`src/rtl/gqp_pkg.sv`:
```
`default_nettype none

package gqp_pkg;

  // ----------------------------------------
  // Geometry
  // ----------------------------------------
  localparam int NPIN = 6;       // Flash-bank pins
  localparam int NDEST = 3;      // Interrupt destinations
  localparam int IRQ_W = 4 * NPIN; // Four condition bits per pin
  localparam int UB_PINS = 30;   // User-bank pins
  localparam int ADDR_W = 8;     // Register byte address width
  localparam int FSEL_W = 5;     // Function select field width

  // Pin order of the software bits, from the LSB
  localparam int PIN_CLK = 0;
  localparam int PIN_CS = 1;
  localparam int PIN_D0 = 2;

  // Function select codes
  localparam logic [4:0] FSEL_FLASH = 5'h00; // flash_function_slot
  localparam logic [4:0] FSEL_SW = 5'h05;    // software_function_slot
  localparam logic [4:0] FSEL_RST = 5'h00;

  // ----------------------------------------
  // Register byte offsets
  // ----------------------------------------
  localparam logic [7:0] OFF_CTRL0 = 8'h00;
  localparam logic [7:0] OFF_PAD0 = 8'h20;
  localparam logic [7:0] OFF_VSEL = 8'h40;
  localparam logic [7:0] OFF_INTR = 8'h44;
  localparam logic [7:0] OFF_INTE0 = 8'h48;
  localparam logic [7:0] OFF_INTF0 = 8'h54;
  localparam logic [7:0] OFF_INTS0 = 8'h60;
  localparam logic [7:0] OFF_IN = 8'h6c;

  // Field positions
  localparam int VSEL_QSPI_BIT = 0;
  localparam int VSEL_USER_BIT = 1;
  localparam int IRQ_LVL_LOW = 0;
  localparam int IRQ_LVL_HIGH = 1;
  localparam int IRQ_EDGE_LOW = 2;
  localparam int IRQ_EDGE_HIGH = 3;
  localparam int DEST_CPU0 = 0;
  localparam int DEST_WAKE = 2;

  // Bus answers
  localparam logic [1:0] RESP_OKAY = 2'h0;
  localparam logic [1:0] RESP_SLVERR = 2'h2;

  // Drive strength codes
  typedef enum logic [1:0] {
    DRV_2MA = 2'b00,
    DRV_4MA = 2'b01,
    DRV_8MA = 2'b10,
    DRV_12MA = 2'b11
  } gqp_drive_t;

  // Pad control word, bit 7 down to bit 0
  typedef struct packed {
    logic od;          // Output disable
    logic ie;          // Input enable
    gqp_drive_t drive; // Drive strength
    logic pu;          // Pull-up
    logic pd;          // Pull-down
    logic schmitt;     // Hysteresis
    logic slew;        // Fast slew
  } gqp_pad_t;

  localparam logic [7:0] PAD_RST = 8'h52;

  // Register kinds seen by the decoder
  typedef enum logic [3:0] {
    SEL_CTRL = 4'b0000,
    SEL_PAD = 4'b0001,
    SEL_VSEL = 4'b0010,
    SEL_INTR = 4'b0011,
    SEL_INTE = 4'b0100,
    SEL_INTF = 4'b0101,
    SEL_INTS = 4'b0110,
    SEL_IN = 4'b0111,
    SEL_NONE = 4'b1000
  } gqp_kind_t;

  typedef struct packed {
    gqp_kind_t kind;
    logic [2:0] idx;
  } gqp_sel_t;

  // Whole state of the block
  typedef struct packed {
    logic [NPIN-1:0] sync1;
    logic [NPIN-1:0] sync2;
    logic [NPIN-1:0] prev;
    logic [NPIN-1:0] edge_hi;
    logic [NPIN-1:0] edge_lo;
    logic [NPIN-1:0][FSEL_W-1:0] fsel;
    gqp_pad_t [NPIN-1:0] pad;
    logic vsel_qspi;
    logic vsel_user;
    logic [NDEST-1:0][IRQ_W-1:0] inte;
    logic [NDEST-1:0][IRQ_W-1:0] intf;
    logic aw_got;
    logic w_got;
    logic [ADDR_W-1:0] awaddr;
    logic [31:0] wdata;
    logic [3:0] wstrb;
    logic bvalid;
    logic [1:0] bresp;
    logic rvalid;
    logic [31:0] rdata;
    logic [1:0] rresp;
  } gqp_state_t;

  localparam gqp_state_t ST_RST = '{
    fsel: {NPIN{FSEL_RST}},
    pad: {NPIN{PAD_RST}},
    default: '0
  };

endpackage : gqp_pkg

`default_nettype wire

```
`src/rtl/gqp_top.sv`:
```
// Functional notes
// - Function zero connects pin to flash controller.
// - Software drives only in function five.
// - Software bits: clock, select, data 0-3.
// - Level conditions follow the pin level.
// - Rising and falling edges are detected.
// - Level conditions are never held.
// - Edges latch until software writes clear.
// - Enable, status, force for three destinations.
// - Wake destination line wakes the oscillators.
// - Six lines: two banks, three destinations.
// - Drive strength has four settings.
// - Slew rate is slow or fast.
// - Schmitt hysteresis can be enabled.
// - Separate pull-up and pull-down enables.
// - Input buffer can be disabled.
// - Function owns data and enable; register rest.
// - Output disable overrides the function enable.
// - Threshold bit one selects low-supply inputs.
// - Each pin has exactly one function.
// - Shared peripheral input sees OR of pins.
`timescale 1ns/1ns
`default_nettype none

module gqp_top (
  // Clock, reset and freeze
  input wire logic aclk,
  input wire logic aresetn,
  input wire logic ce,
  // AXI4-Lite write address and data
  input wire logic awvalid,
  output logic awready,
  input wire logic [gqp_pkg::ADDR_W-1:0] awaddr,
  input wire logic wvalid,
  output logic wready,
  input wire logic [31:0] wdata,
  input wire logic [3:0] wstrb,
  // AXI4-Lite write response
  output logic bvalid,
  input wire logic bready,
  output logic [1:0] bresp,
  // AXI4-Lite read
  input wire logic arvalid,
  output logic arready,
  input wire logic [gqp_pkg::ADDR_W-1:0] araddr,
  output logic rvalid,
  input wire logic rready,
  output logic [31:0] rdata,
  output logic [1:0] rresp,
  // Flash serial controller side
  input wire logic [gqp_pkg::NPIN-1:0] flash_out,
  input wire logic [gqp_pkg::NPIN-1:0] flash_oe,
  output logic [gqp_pkg::NPIN-1:0] flash_in,
  // Software pin control side
  input wire logic [gqp_pkg::NPIN-1:0] sw_out,
  input wire logic [gqp_pkg::NPIN-1:0] sw_oe,
  output logic [gqp_pkg::NPIN-1:0] sw_in,
  // User-bank per-destination status
  input wire logic [gqp_pkg::NDEST-1:0][gqp_pkg::UB_PINS-1:0] ub_status,
  // Pads
  input wire logic [gqp_pkg::NPIN-1:0] pad_in,
  output logic [gqp_pkg::NPIN-1:0] pad_out,
  output logic [gqp_pkg::NPIN-1:0] pad_oe,
  output gqp_pkg::gqp_pad_t [gqp_pkg::NPIN-1:0] pad_ctrl,
  output logic vsel_qspi,
  output logic vsel_user,
  // Interrupt lines: [2:0] user bank, [5:3] flash bank
  output logic [2*gqp_pkg::NDEST-1:0] irq
);
  import gqp_pkg::*;

  // ----------------------------------------
  // State and helpers
  // ----------------------------------------
  gqp_state_t s; // Registered state
  gqp_state_t n; // Next state
  logic [NPIN-1:0] in_v; // Synchronised, input-enable gated level
  logic [NPIN-1:0] rise; // Rising edge this cycle
  logic [NPIN-1:0] fall; // Falling edge this cycle
  logic [IRQ_W-1:0] raw; // Raw conditions
  logic [NDEST-1:0][IRQ_W-1:0] ints; // Per-destination status
  logic [NPIN-1:0] clr_lo; // Falling edges to clear
  logic [NPIN-1:0] clr_hi; // Rising edges to clear
  logic [31:0] wmask; // Byte-lane mask of the write
  logic [31:0] wnew; // Merged write word
  logic wr_fire; // Write performed this cycle
  gqp_sel_t wsel; // Decoded write target
  gqp_sel_t rsel; // Decoded read target

  // ----------------------------------------
  // Functions
  // ----------------------------------------
  // Address to register kind and index
  function automatic gqp_sel_t reg_decode(input logic [ADDR_W-1:0] a);
    gqp_sel_t r;
    r.kind = SEL_NONE;
    r.idx = a[4:2];
    if (a[1:0] != 2'h0)
      r.kind = SEL_NONE;
    else if (a < OFF_PAD0)
    begin
      if (a[4:2] < 3'(NPIN) && a[5] == 1'b0)
        r.kind = SEL_CTRL;
    end
    else if (a < OFF_VSEL)
    begin
      if (a[4:2] < 3'(NPIN) && a[5] == 1'b1)
        r.kind = SEL_PAD;
    end
    else if (a == OFF_VSEL)
      r.kind = SEL_VSEL;
    else if (a == OFF_INTR)
      r.kind = SEL_INTR;
    else if (a == OFF_IN)
      r.kind = SEL_IN;
    else if (a < OFF_INTF0)
    begin
      r.kind = SEL_INTE;
      r.idx = 3'(8'(a - OFF_INTE0) >> 2);
    end
    else if (a < OFF_INTS0)
    begin
      r.kind = SEL_INTF;
      r.idx = 3'(8'(a - OFF_INTF0) >> 2);
    end
    else if (a < OFF_IN)
    begin
      r.kind = SEL_INTS;
      r.idx = 3'(8'(a - OFF_INTS0) >> 2);
    end
    return r;
  endfunction : reg_decode

  // Register contents as software sees them
  function automatic logic [31:0] rd_val(input gqp_sel_t r, input gqp_state_t st,
                                         input logic [IRQ_W-1:0] rw,
                                         input logic [NDEST-1:0][IRQ_W-1:0] is,
                                         input logic [NPIN-1:0] lv);
    logic [31:0] v;
    v = 32'h0;
    unique case (r.kind)
      SEL_CTRL: v = 32'(st.fsel[r.idx]);
      SEL_PAD: v = 32'(st.pad[r.idx]);
      SEL_VSEL:
      begin
        v[VSEL_QSPI_BIT] = st.vsel_qspi;
        v[VSEL_USER_BIT] = st.vsel_user;
      end
      SEL_INTR: v = 32'(rw);
      SEL_INTE: v = 32'(st.inte[r.idx[1:0]]);
      SEL_INTF: v = 32'(st.intf[r.idx[1:0]]);
      SEL_INTS: v = 32'(is[r.idx[1:0]]);
      SEL_IN: v = 32'(lv); // Pin levels, any function
      default: v = 32'h0;
    endcase
    return v;
  endfunction : rd_val

  // ----------------------------------------
  // Per-pin logic
  // ----------------------------------------
  genvar gi;
  generate
    for (gi = 0; gi < NPIN; gi++)
    begin : g_pin
      // Disabled input buffer reads as zero
      assign in_v[gi] = s.sync2[gi] & s.pad[gi].ie;
      assign rise[gi] = in_v[gi] & ~s.prev[gi];
      assign fall[gi] = ~in_v[gi] & s.prev[gi];
      // Levels straight from the pin, never stored
      assign raw[4*gi+IRQ_LVL_LOW] = ~in_v[gi];
      assign raw[4*gi+IRQ_LVL_HIGH] = in_v[gi];
      assign raw[4*gi+IRQ_EDGE_LOW] = s.edge_lo[gi];
      assign raw[4*gi+IRQ_EDGE_HIGH] = s.edge_hi[gi];
      // Write-one-clear bits of the raw register
      assign clr_lo[gi] = wnew[4*gi+IRQ_EDGE_LOW] & wmask[4*gi+IRQ_EDGE_LOW];
      assign clr_hi[gi] = wnew[4*gi+IRQ_EDGE_HIGH] & wmask[4*gi+IRQ_EDGE_HIGH];
      // Output mux: one function per pin
      always_comb
      begin
        if (s.fsel[gi] == FSEL_FLASH)
        begin
          pad_out[gi] = flash_out[gi];
          pad_oe[gi] = flash_oe[gi] & ~s.pad[gi].od;
        end
        else if (s.fsel[gi] == FSEL_SW)
        begin
          pad_out[gi] = sw_out[gi];
          pad_oe[gi] = sw_oe[gi] & ~s.pad[gi].od;
        end
        else
        begin
          pad_out[gi] = 1'b0; // Unassigned slot drives nothing
          pad_oe[gi] = 1'b0;
        end
      end
    end
  endgenerate

  // ----------------------------------------
  // Interrupt routing
  // ----------------------------------------
  genvar gd;
  generate
    for (gd = 0; gd < NDEST; gd++)
    begin : g_dest
      assign ints[gd] = (raw & s.inte[gd]) | s.intf[gd];
      assign irq[gd] = |ub_status[gd];
      // Line 5 is the oscillator wake request
      assign irq[NDEST+gd] = |ints[gd];
    end
  endgenerate

  // ----------------------------------------
  // Outputs
  // ----------------------------------------
  // Inputs reach every function at all times
  assign sw_in = in_v;
  // Each flash input has one pin, so the OR is that pin
  assign flash_in = in_v;
  assign pad_ctrl = s.pad;
  assign vsel_qspi = s.vsel_qspi;
  assign vsel_user = s.vsel_user;
  // Bus handshakes
  assign awready = ce & ~s.aw_got & ~s.bvalid;
  assign wready = ce & ~s.w_got & ~s.bvalid;
  assign arready = ce & ~s.rvalid;
  assign bvalid = s.bvalid;
  assign bresp = s.bresp;
  assign rvalid = s.rvalid;
  assign rdata = s.rdata;
  assign rresp = s.rresp;

  // ----------------------------------------
  // Write merge
  // ----------------------------------------
  assign wr_fire = s.aw_got & s.w_got & ~s.bvalid;
  assign wsel = reg_decode(s.awaddr);
  assign rsel = reg_decode(araddr);
  generate
    for (gi = 0; gi < 4; gi++)
    begin : g_lane
      assign wmask[8*gi +: 8] = {8{s.wstrb[gi]}};
    end
  endgenerate
  assign wnew = (rd_val(wsel, s, raw, ints, in_v) & ~wmask) | (s.wdata & wmask);

  // ----------------------------------------
  // Next state
  // ----------------------------------------
  always_comb
  begin
    n = s;
    // Two-stage pin synchroniser
    n.sync1 = pad_in;
    n.sync2 = s.sync1;
    n.prev = in_v;
    // Capture address and data in either order
    if (awvalid && awready)
    begin
      n.aw_got = 1'b1;
      n.awaddr = awaddr;
    end
    if (wvalid && wready)
    begin
      n.w_got = 1'b1;
      n.wdata = wdata;
      n.wstrb = wstrb;
    end
    if (s.bvalid && bready)
      n.bvalid = 1'b0;
    // Perform the write once both halves are held
    if (wr_fire)
    begin
      n.aw_got = 1'b0;
      n.w_got = 1'b0;
      n.bvalid = 1'b1;
      n.bresp = (wsel.kind == SEL_NONE) ? RESP_SLVERR : RESP_OKAY;
      unique case (wsel.kind)
        SEL_CTRL: n.fsel[wsel.idx] = wnew[FSEL_W-1:0];
        SEL_PAD: n.pad[wsel.idx] = gqp_pad_t'(wnew[7:0]);
        SEL_VSEL:
        begin
          n.vsel_qspi = wnew[VSEL_QSPI_BIT];
          n.vsel_user = wnew[VSEL_USER_BIT];
        end
        SEL_INTR:
        begin
          n.edge_lo = s.edge_lo & ~clr_lo;
          n.edge_hi = s.edge_hi & ~clr_hi;
        end
        SEL_INTE: n.inte[wsel.idx[1:0]] = wnew[IRQ_W-1:0];
        SEL_INTF: n.intf[wsel.idx[1:0]] = wnew[IRQ_W-1:0];
        default: n.bvalid = 1'b1; // Read-only or unmapped: no effect
      endcase
    end
    // Edge latch after the clear, so a new edge wins
    n.edge_lo = n.edge_lo | fall;
    n.edge_hi = n.edge_hi | rise;
    // Read answer registered on the same edge that takes the address
    if (s.rvalid && rready)
      n.rvalid = 1'b0;
    if (arvalid && arready)
    begin
      n.rvalid = 1'b1;
      n.rdata = rd_val(rsel, s, raw, ints, in_v);
      n.rresp = (rsel.kind == SEL_NONE) ? RESP_SLVERR : RESP_OKAY;
    end
  end

  // ----------------------------------------
  // State register
  // ----------------------------------------
  always_ff @(posedge aclk)
  begin
    if (!aresetn)
      s <= ST_RST;
    else if (ce)
      s <= n;
  end
endmodule : gqp_top

`default_nettype wire

```
`config.mk`:
```
export PLATFORM = sky130hd
export DESIGN_NAME = gqp_top
export DESIGN_NICKNAME = d
export VERILOG_FILES = /design/src/rtl/gqp_pkg.sv /design/src/rtl/gqp_top.sv
export SDC_FILE = /design/constraint.sdc
export NUM_CORES = 1
export LEC_CHECK = 0
export BUFFER_PORTS_ARGS = -buffer_cell sky130_fd_sc_hd__buf_4
export CAP_MARGIN = 5
export CELL_PAD_IN_SITES_DETAIL_PLACEMENT = 1
export CELL_PAD_IN_SITES_GLOBAL_PLACEMENT = 1
export CORE_MARGIN = 4
export CORE_UTILIZATION = 38
export CTS_CLUSTER_DIAMETER = 200
export DETAILED_ROUTE_END_ITERATION = 7
export PLACE_DENSITY = 0.76
export SYNTH_ARGS = -nofsm -noshare
export SYNTH_HDL_FRONTEND = slang
export SYNTH_SLANG_ARGS = --single-unit
```
`constraint.sdc`:
```
create_clock -name aclk -period 3.9 [get_ports aclk]
set_clock_uncertainty 0.05 [all_clocks]
set_input_delay 0.585 -clock aclk [delete_from_list [all_inputs] [get_ports aclk]]
set_output_delay 0.585 -clock aclk [all_outputs]
set_load 0.02 [all_outputs]
```
==> metrics.md, run 1 <==
| Metric | Value |
|---|---|
| Die area | `54900 sq um` |
| Initial Util | `38.6%` |
| Slowest stage delay, CP | `0.58 ns` |
| Routed Antenna Nets | `0` |
| Tcrit/Tclk final | `98.8%` |
| Worst r2r path cells | `13` |
| Most used DFF post-synth | `dfxtp_1` |
| Die Y | `234 um` |
| Switch share | `28.1%` |
| Most common cell in the netlist | `nand2_1` |
| Worst-margin pin slew | `0.989 ns` |
| Levels on crit path | `8` |
| Vias in the first global route | `22100` |
| Avg Vias per Cell | `6.61` |
| Sequential share of power | `40.4%` |
| Largest net degree at the start of global routing | `92` |
| Critical path's top delay family | `simple AND/OR/NAND/NOR gates` |
| # DRC | `0` |
| Clock latency at the later pin of the worst-skew pair | `0.58 ns` |
| Cts bufs inserted | `38` |
| Met3 routed WL | `12900 um` |
| Footprint of the multi-input gates | `11500 sq um` |
| Post-synth ARST share | `0%` |
| Clock Path Buffers | `3` |
| Internal power | `5930 uW` |
| Post-Synth Simple-Gate Area | `21.6%` |
| First-pass GRT wire length | `151000 um` |
| Worst Path Buf+Inv | `2` |
| Rel. slew slack | `34.1%` |
| Final Util | `47.5%` |
| Max_cap viols | `0` |
| Status | `finished clean` |
| Nets@finish | `2935` |
| CP arrival | `3.22 ns` |
| Hold path cells | `3` |
| Register bit total from synthesis | `319` |
| Worst Min Path Start | `pad_in[1]` |
| Comb power frac | `13.6%` |
| Startpoint types | `flip-flop` |
| Wire per inst | `30.4 um` |
| Clock Pin Slew Worst Setup and Hold Paths | `0.06 ns` |
| Cell area after synthesis | `19400 sq um` |
| Mux share of post-synthesis cell area | `6.61%` |
| Ranking of synthesized cells by area | `dfxtp_1 33%, a21oi_1 6.5%, nand2_1 6.3%` |
| I/O Buffers | `281` |
| Leakage | `0.00912 uW` |
| FP Rows | `82` |
| Number of synthesized flops with an enable pin | `0` |
| Synthesis Warnings | `0` |
| Fmax | `259 MHz` |
| Critical-path top delay cell | `or4_1` |
| Largest family of logic cells by synthesized area | `compound AO/OA/AOI/OAI gates` |
| Vias post-DR | `22800` |
| Setup violations, final | `0` |
| Clock power frac | `46.0%` |
| Top post-synthesis cells by count | `327 x nand2_1, 319 x dfxtp_1, 252 x a21oi_1` |
| RD Place Congestion | `1.00` |
| Psw | `2310 uW` |
| Tmin final | `3.85 ns` |
| Layout area overhead | `23.1%` |
| Hold Path Sink | `n[327]$_SDFFE_PN0P_` |
| HP Class | `in -> reg` |
| Slew Viols, Final | `0` |
| Total global routing overflow | `0` |
| Share of layout cells above drive strength 1 | `22.4%` |
| Initial DRT Pass Iterations | `7` |
| Reg area | `6390 sq um` |
| Post-synthesis compound-gate area fraction | `29.6%` |
| Reg-to-reg slack, setup | `0.18 ns` |
| Met1 WL | `44000 um` |
| Maximum vdd drop | `0.263 mV` |
| Worst path cell trace | `nand2_1 > a21oi_1 > nand4_1 > or4_1 > nor4_1 > buf_4 > nand4_1 > buf_4` |
| Synth top area share | `32.8%` |
| TritonCTS clock tree | `yes` |
| Post-Synth Adder-Cell Area | `0.643%` |
| Worst setup EP type | `output pin` |
| Hold Violations, Final | `0` |
| CTS root buf | `clkbuf_16` |
| Number of inserted diodes | `0` |
| Mean Syn Cell Area | `7.76 sq um` |
| Total GRT Usage | `36.8%` |
| Mapped Cells | `2505` |
| # H-tree levels | `2` |
| WL met2 | `44000 um` |
| Clock sink total | `319` |
| Critical Path RT | `3.26 ns` |
| Register area share after synthesis | `32.8%` |
| Worst r2r src | `s[76]$_SDFFE_PN0P_` |
| Initial DRC count | `2625` |
| Synth area leader | `dfxtp_1` |
| Pwr per Cell Area | `345 nW/um^2` |
| CP Max Fanout | `2` |
| Initial antenna violation count | `2` |
| Number of fillers in the final layout | `6102` |
| CP Class | `reg -> out` |
| Die W | `234 um` |
| Fin Setup TNS | `0 ns` |
| Synth unique cells | `100` |
| Final wirelength | `105000 um` |
| Core footprint | `50400 sq um` |
| Detail Placement HPWL | `78800 um` |
| Highest routed layer | `met5` |
| Synth Area in XOR/XNOR | `0.135%` |
| I/O pin count | `301` |
[worst max-delay path by stage]
stage                             from        end  slack [ns]
floorplan           s[76]$_SDFFE_PN0P_  flip-flop        0.07
global placement    s[76]$_SDFFE_PN0P_  flip-flop        0.08
detailed placement  s[76]$_SDFFE_PN0P_  flip-flop       -0.01
CTS                          flip-flop     irq[3]        0.02
global route        s[76]$_SDFFE_PN0P_  flip-flop      -0.007
finish                       flip-flop     irq[3]        0.05
[per-layer routing]
metal	vias up	track usage [%]
met4	2	13.1
li1	9754	-
met3	219	10.5
met2	1451	54.6
met1	11300	51.2
met5	-	0
[power by group through the flow]
stage	logic (uW)	registers [uW]	clock network, uW
after detailed placement	1070	3400	0
after floorplan	591	3380	0
final	1120	3330	3790
after global placement	1050	3400	0
after CTS	1080	3330	3810
after global routing	1170	3340	3940
[kinds of logic after synthesis]
group / after synthesis
compound gates: 881
simple gates: 878
flops: 319
buf+inv: 302
mux: 111
fa+ha+maj: 10
xor+xnor: 3
other cells: 1
[cells in the final DEF, fill, tap and decap left out, drive strengths merged, types with 17 or more instances in the layout]
cell type | synthesis | final
clkbuf | 132 | 52
a22oi | 34 | 34
a211oi | 47 | 47
and3 | 26 | 26
o22ai | 18 | 18
nand4 | 18 | 18
nor4 | 36 | 36
a21oi | 255 | 255
nor3 | 57 | 57
a22o | 23 | 23
dfxtp | 319 | 319
or3 | 18 | 18
nand3 | 134 | 134
a32oi | 25 | 25
o21ai | 238 | 238
and2 | 19 | 19
nor2 | 181 | 181
a221oi | 47 | 47
buf | 150 | 472
nand2 | 327 | 327
inv | 16 | 18
o31ai | 22 | 22
mux2i | 89 | 89
a31oi | 32 | 32
a221o | 17 | 17
[timing repair]
action,in CTS,in global routing
pin swaps,0,2
gates cloned,0,1
resized for setup,3,11
hold buffers,0,0
setup endpoints to repair,10,99
setup buffers,0,3
[layout make-up]
| cell class | instances | share of cell area, % |
|---|---|---|
| Multi-Input combinational cell | 1893 | 48.2 |
| Sequential cell | 319 | 26.7 |
| Timing Repair Buffer | 473 | 16.0 |
| Clock buffer | 51 | 4.26 |
| Tap cell | 672 | 3.51 |
| Clock inverter | 16 | 1.04 |
| Inverter | 20 | 0.324 |
[worst reg2reg max path: stages, from the launching register on]
cell       delay, ns
dfxtp_2         0.37
clkinv_1        0.12
ha_2            0.23
nand4bb_1       0.27
o32ai_1         0.37
a31oi_2         0.15
a21o_2          0.28
o41ai_1         0.57
a311o_1         0.25
nor4_2          0.07
buf_4           0.16
or3_1           0.39
buf_12          0.18
o21ai_0         0.19
[through the flow]
step                cell area (sq um)  setup WS [ns]  hold WS (ns)  instances  power, uW
floorplan                       19500         0.0711         0.367       2514       3970
global placement                22500         0.0763         0.381       3373       4450
detailed placement              22500        -0.0135         0.404       3373       4470
CTS                             23800         0.0172         0.179       3440       8220
global route                    23900       -0.00730         0.192       3444       8440
finish                          23900         0.0462         0.196       3444       8250
Power figures use the tool's default switching activity.
==> run 2, diff against run 1 <==
- CTS_BUF_LIST: not set -> sky130_fd_sc_hd__clkbuf_16
==> metrics.md, run 2 (synthesized netlist as in run 1, its figures left out) <==
| Metric | Value |
|---|---|
| Vias in the first global route | `22100` |
| # H-tree levels | `2` |
| Total global routing overflow | `0` |
| Detail Placement HPWL | `78800 um` |
| Critical Path RT | `3.26 ns` |
| I/O pin count | `301` |
| CP Class | `reg -> out` |
| Tcrit/Tclk final | `99.7%` |
| Clock latency at the later pin of the worst-skew pair | `0.58 ns` |
| CP arrival | `3.25 ns` |
| Layout area overhead | `23.0%` |
| Clock Path Buffers | `3` |
| Core footprint | `50400 sq um` |
| Nets@finish | `2935` |
| TritonCTS clock tree | `yes` |
| Slack of the critical path | `0.0118 ns` |
| Hold path cells | `3` |
| Placement-stage worst setup slack | `-0.0135 ns` |
| Fmax | `257 MHz` |
| Die W | `234 um` |
| FP Rows | `82` |
| Clock Pin Slew Worst Setup and Hold Paths | `0.06 ns` |
| Die Y | `234 um` |
| Share of layout cells above drive strength 1 | `22.3%` |
| Design Power | `8180 uW` |
| Max_cap viols | `0` |
| Die area | `54900 sq um` |
| CTS root buf | `clkbuf_16` |
| Routed Antenna Nets | `0` |
| Initial DRC count | `2543` |
| Largest net degree at the start of global routing | `92` |
| Pwr per Cell Area | `342 nW/um^2` |
| Tmin final | `3.89 ns` |
| Reg-to-reg slack, setup | `0.22 ns` |
| Leakage | `0.00916 uW` |
| Slew Viols, Final | `0` |
| Worst r2r src | `s[76]$_SDFFE_PN0P_` |
| Worst Min Path Start | `pad_in[0]` |
| Worst r2r path cells | `13` |
| Hold Path Sink | `n[326]$_SDFFE_PN0P_` |
| Maximum vdd drop | `0.258 mV` |
| Most common cell after layout, fill and taps aside | `buf_4` |
| Number of inserted diodes | `0` |
| Setup violations, final | `0` |
| Initial DRT Pass Iterations | `8` |
| Highest routed layer | `met5` |
| RD Place Congestion | `1.00` |
| Vias post-DR | `22800` |
| Cts bufs inserted | `38` |
| Final wirelength | `105000 um` |
| Startpoint types | `flip-flop` |
| Status | `finished clean` |
| Commonest non-fill, non-tap cells in the layout | `452 x buf_4, 326 x nand2_1, 318 x dfxtp_1` |
| Cts hold-fix bufs | `0` |
| I/O Buffers | `281` |
| Worst-margin pin slew | `1.02 ns` |
| CP Max Fanout | `2` |
| First-pass GRT wire length | `151000 um` |
| Hold Violations, Final | `0` |
| Total GRT Usage | `36.9%` |
| Wire per inst | `30.4 um` |
| Initial antenna violation count | `2` |
| Clock sink total | `319` |
| HP Class | `in -> reg` |
| Hold slack | `0.201 ns` |
| Met3 routed WL | `13200 um` |
| Met1 WL | `43700 um` |
| Initial Util | `38.6%` |
| Worst setup EP type | `output pin` |
| # DRC | `0` |
| Avg Vias per Cell | `6.63` |
| Rel. slew slack | `32.3%` |
| WL met2 | `43900 um` |
[run 2: cell count changes in the layout (fill, tap and decap cells not counted), sizes merged]
cell,previous run,this run
clkbuf,52,39
clkinv,12,14
inv,18,29
[run 2: worst max-delay path by stage]
stage | start | end | slack [ns]
CTS | flip-flop | irq[3] | 0.02
global placement | s[76]$_SDFFE_PN0P_ | flip-flop | 0.08
global route | s[76]$_SDFFE_PN0P_ | flip-flop | -0.007
detailed placement | s[76]$_SDFFE_PN0P_ | flip-flop | -0.01
floorplan | s[76]$_SDFFE_PN0P_ | flip-flop | 0.07
finish | flip-flop | irq[3] | 0.01
[run 2: what timing repair did]
action | 4_1_cts | 5_1_grt
cloned | 0 | 1
setup buffers | 0 | 3
pin swaps | 0 | 2
resized for setup | 3 | 11
setup endpoints to repair | 9 | 99
[run 2: worst max-delay path, stage by stage, from the launching register on]
cell and delay, ns:
dfxtp_1 0.36, nand2_1 0.14, inv_1 0.10, a21oi_1 0.37
nand4_1 0.33, or4_1 0.58, nor4_1 0.20, buf_4 0.17
nand4_1 0.18, buf_4 0.24
[run 2: power breakdown]
part	leakage [uW]	internal (uW)	switching, uW
clock	0.000658	2170	1560
combinational	0.00592	404	717
sequential	0.00258	3290	44.3
[run 2: final cells by class]
class,instances,area (sq um)
timing repair buffer,473,3820
fill,6102,26500
inverter,20,77.6
sequential,319,6390
multi-input combinational,1893,11500
clock buffer,38,951
tap,672,841
clock inverter,29,298
[run 2: metal layers]
layer / track usage (%) / vias to the layer above
met4: 13.1 / 2
met2: 54.5 / 1494
li1: - / 9754
met5: 0 / -
met1: 51.3 / 11300
met3: 10.5 / 236
[run 2: metrics by stage]
stage	instances	utilization, %	setup TNS [ns]	area (sq um)
after CTS	3440	47.3	0	23800
after global placement	3373	44.8	0	22500
after global routing	3444	47.5	-0.00694	23900
after detailed placement	3373	44.8	-0.0228	22500
after floorplan	2514	-	0	19500
final	3444	47.5	0	23900
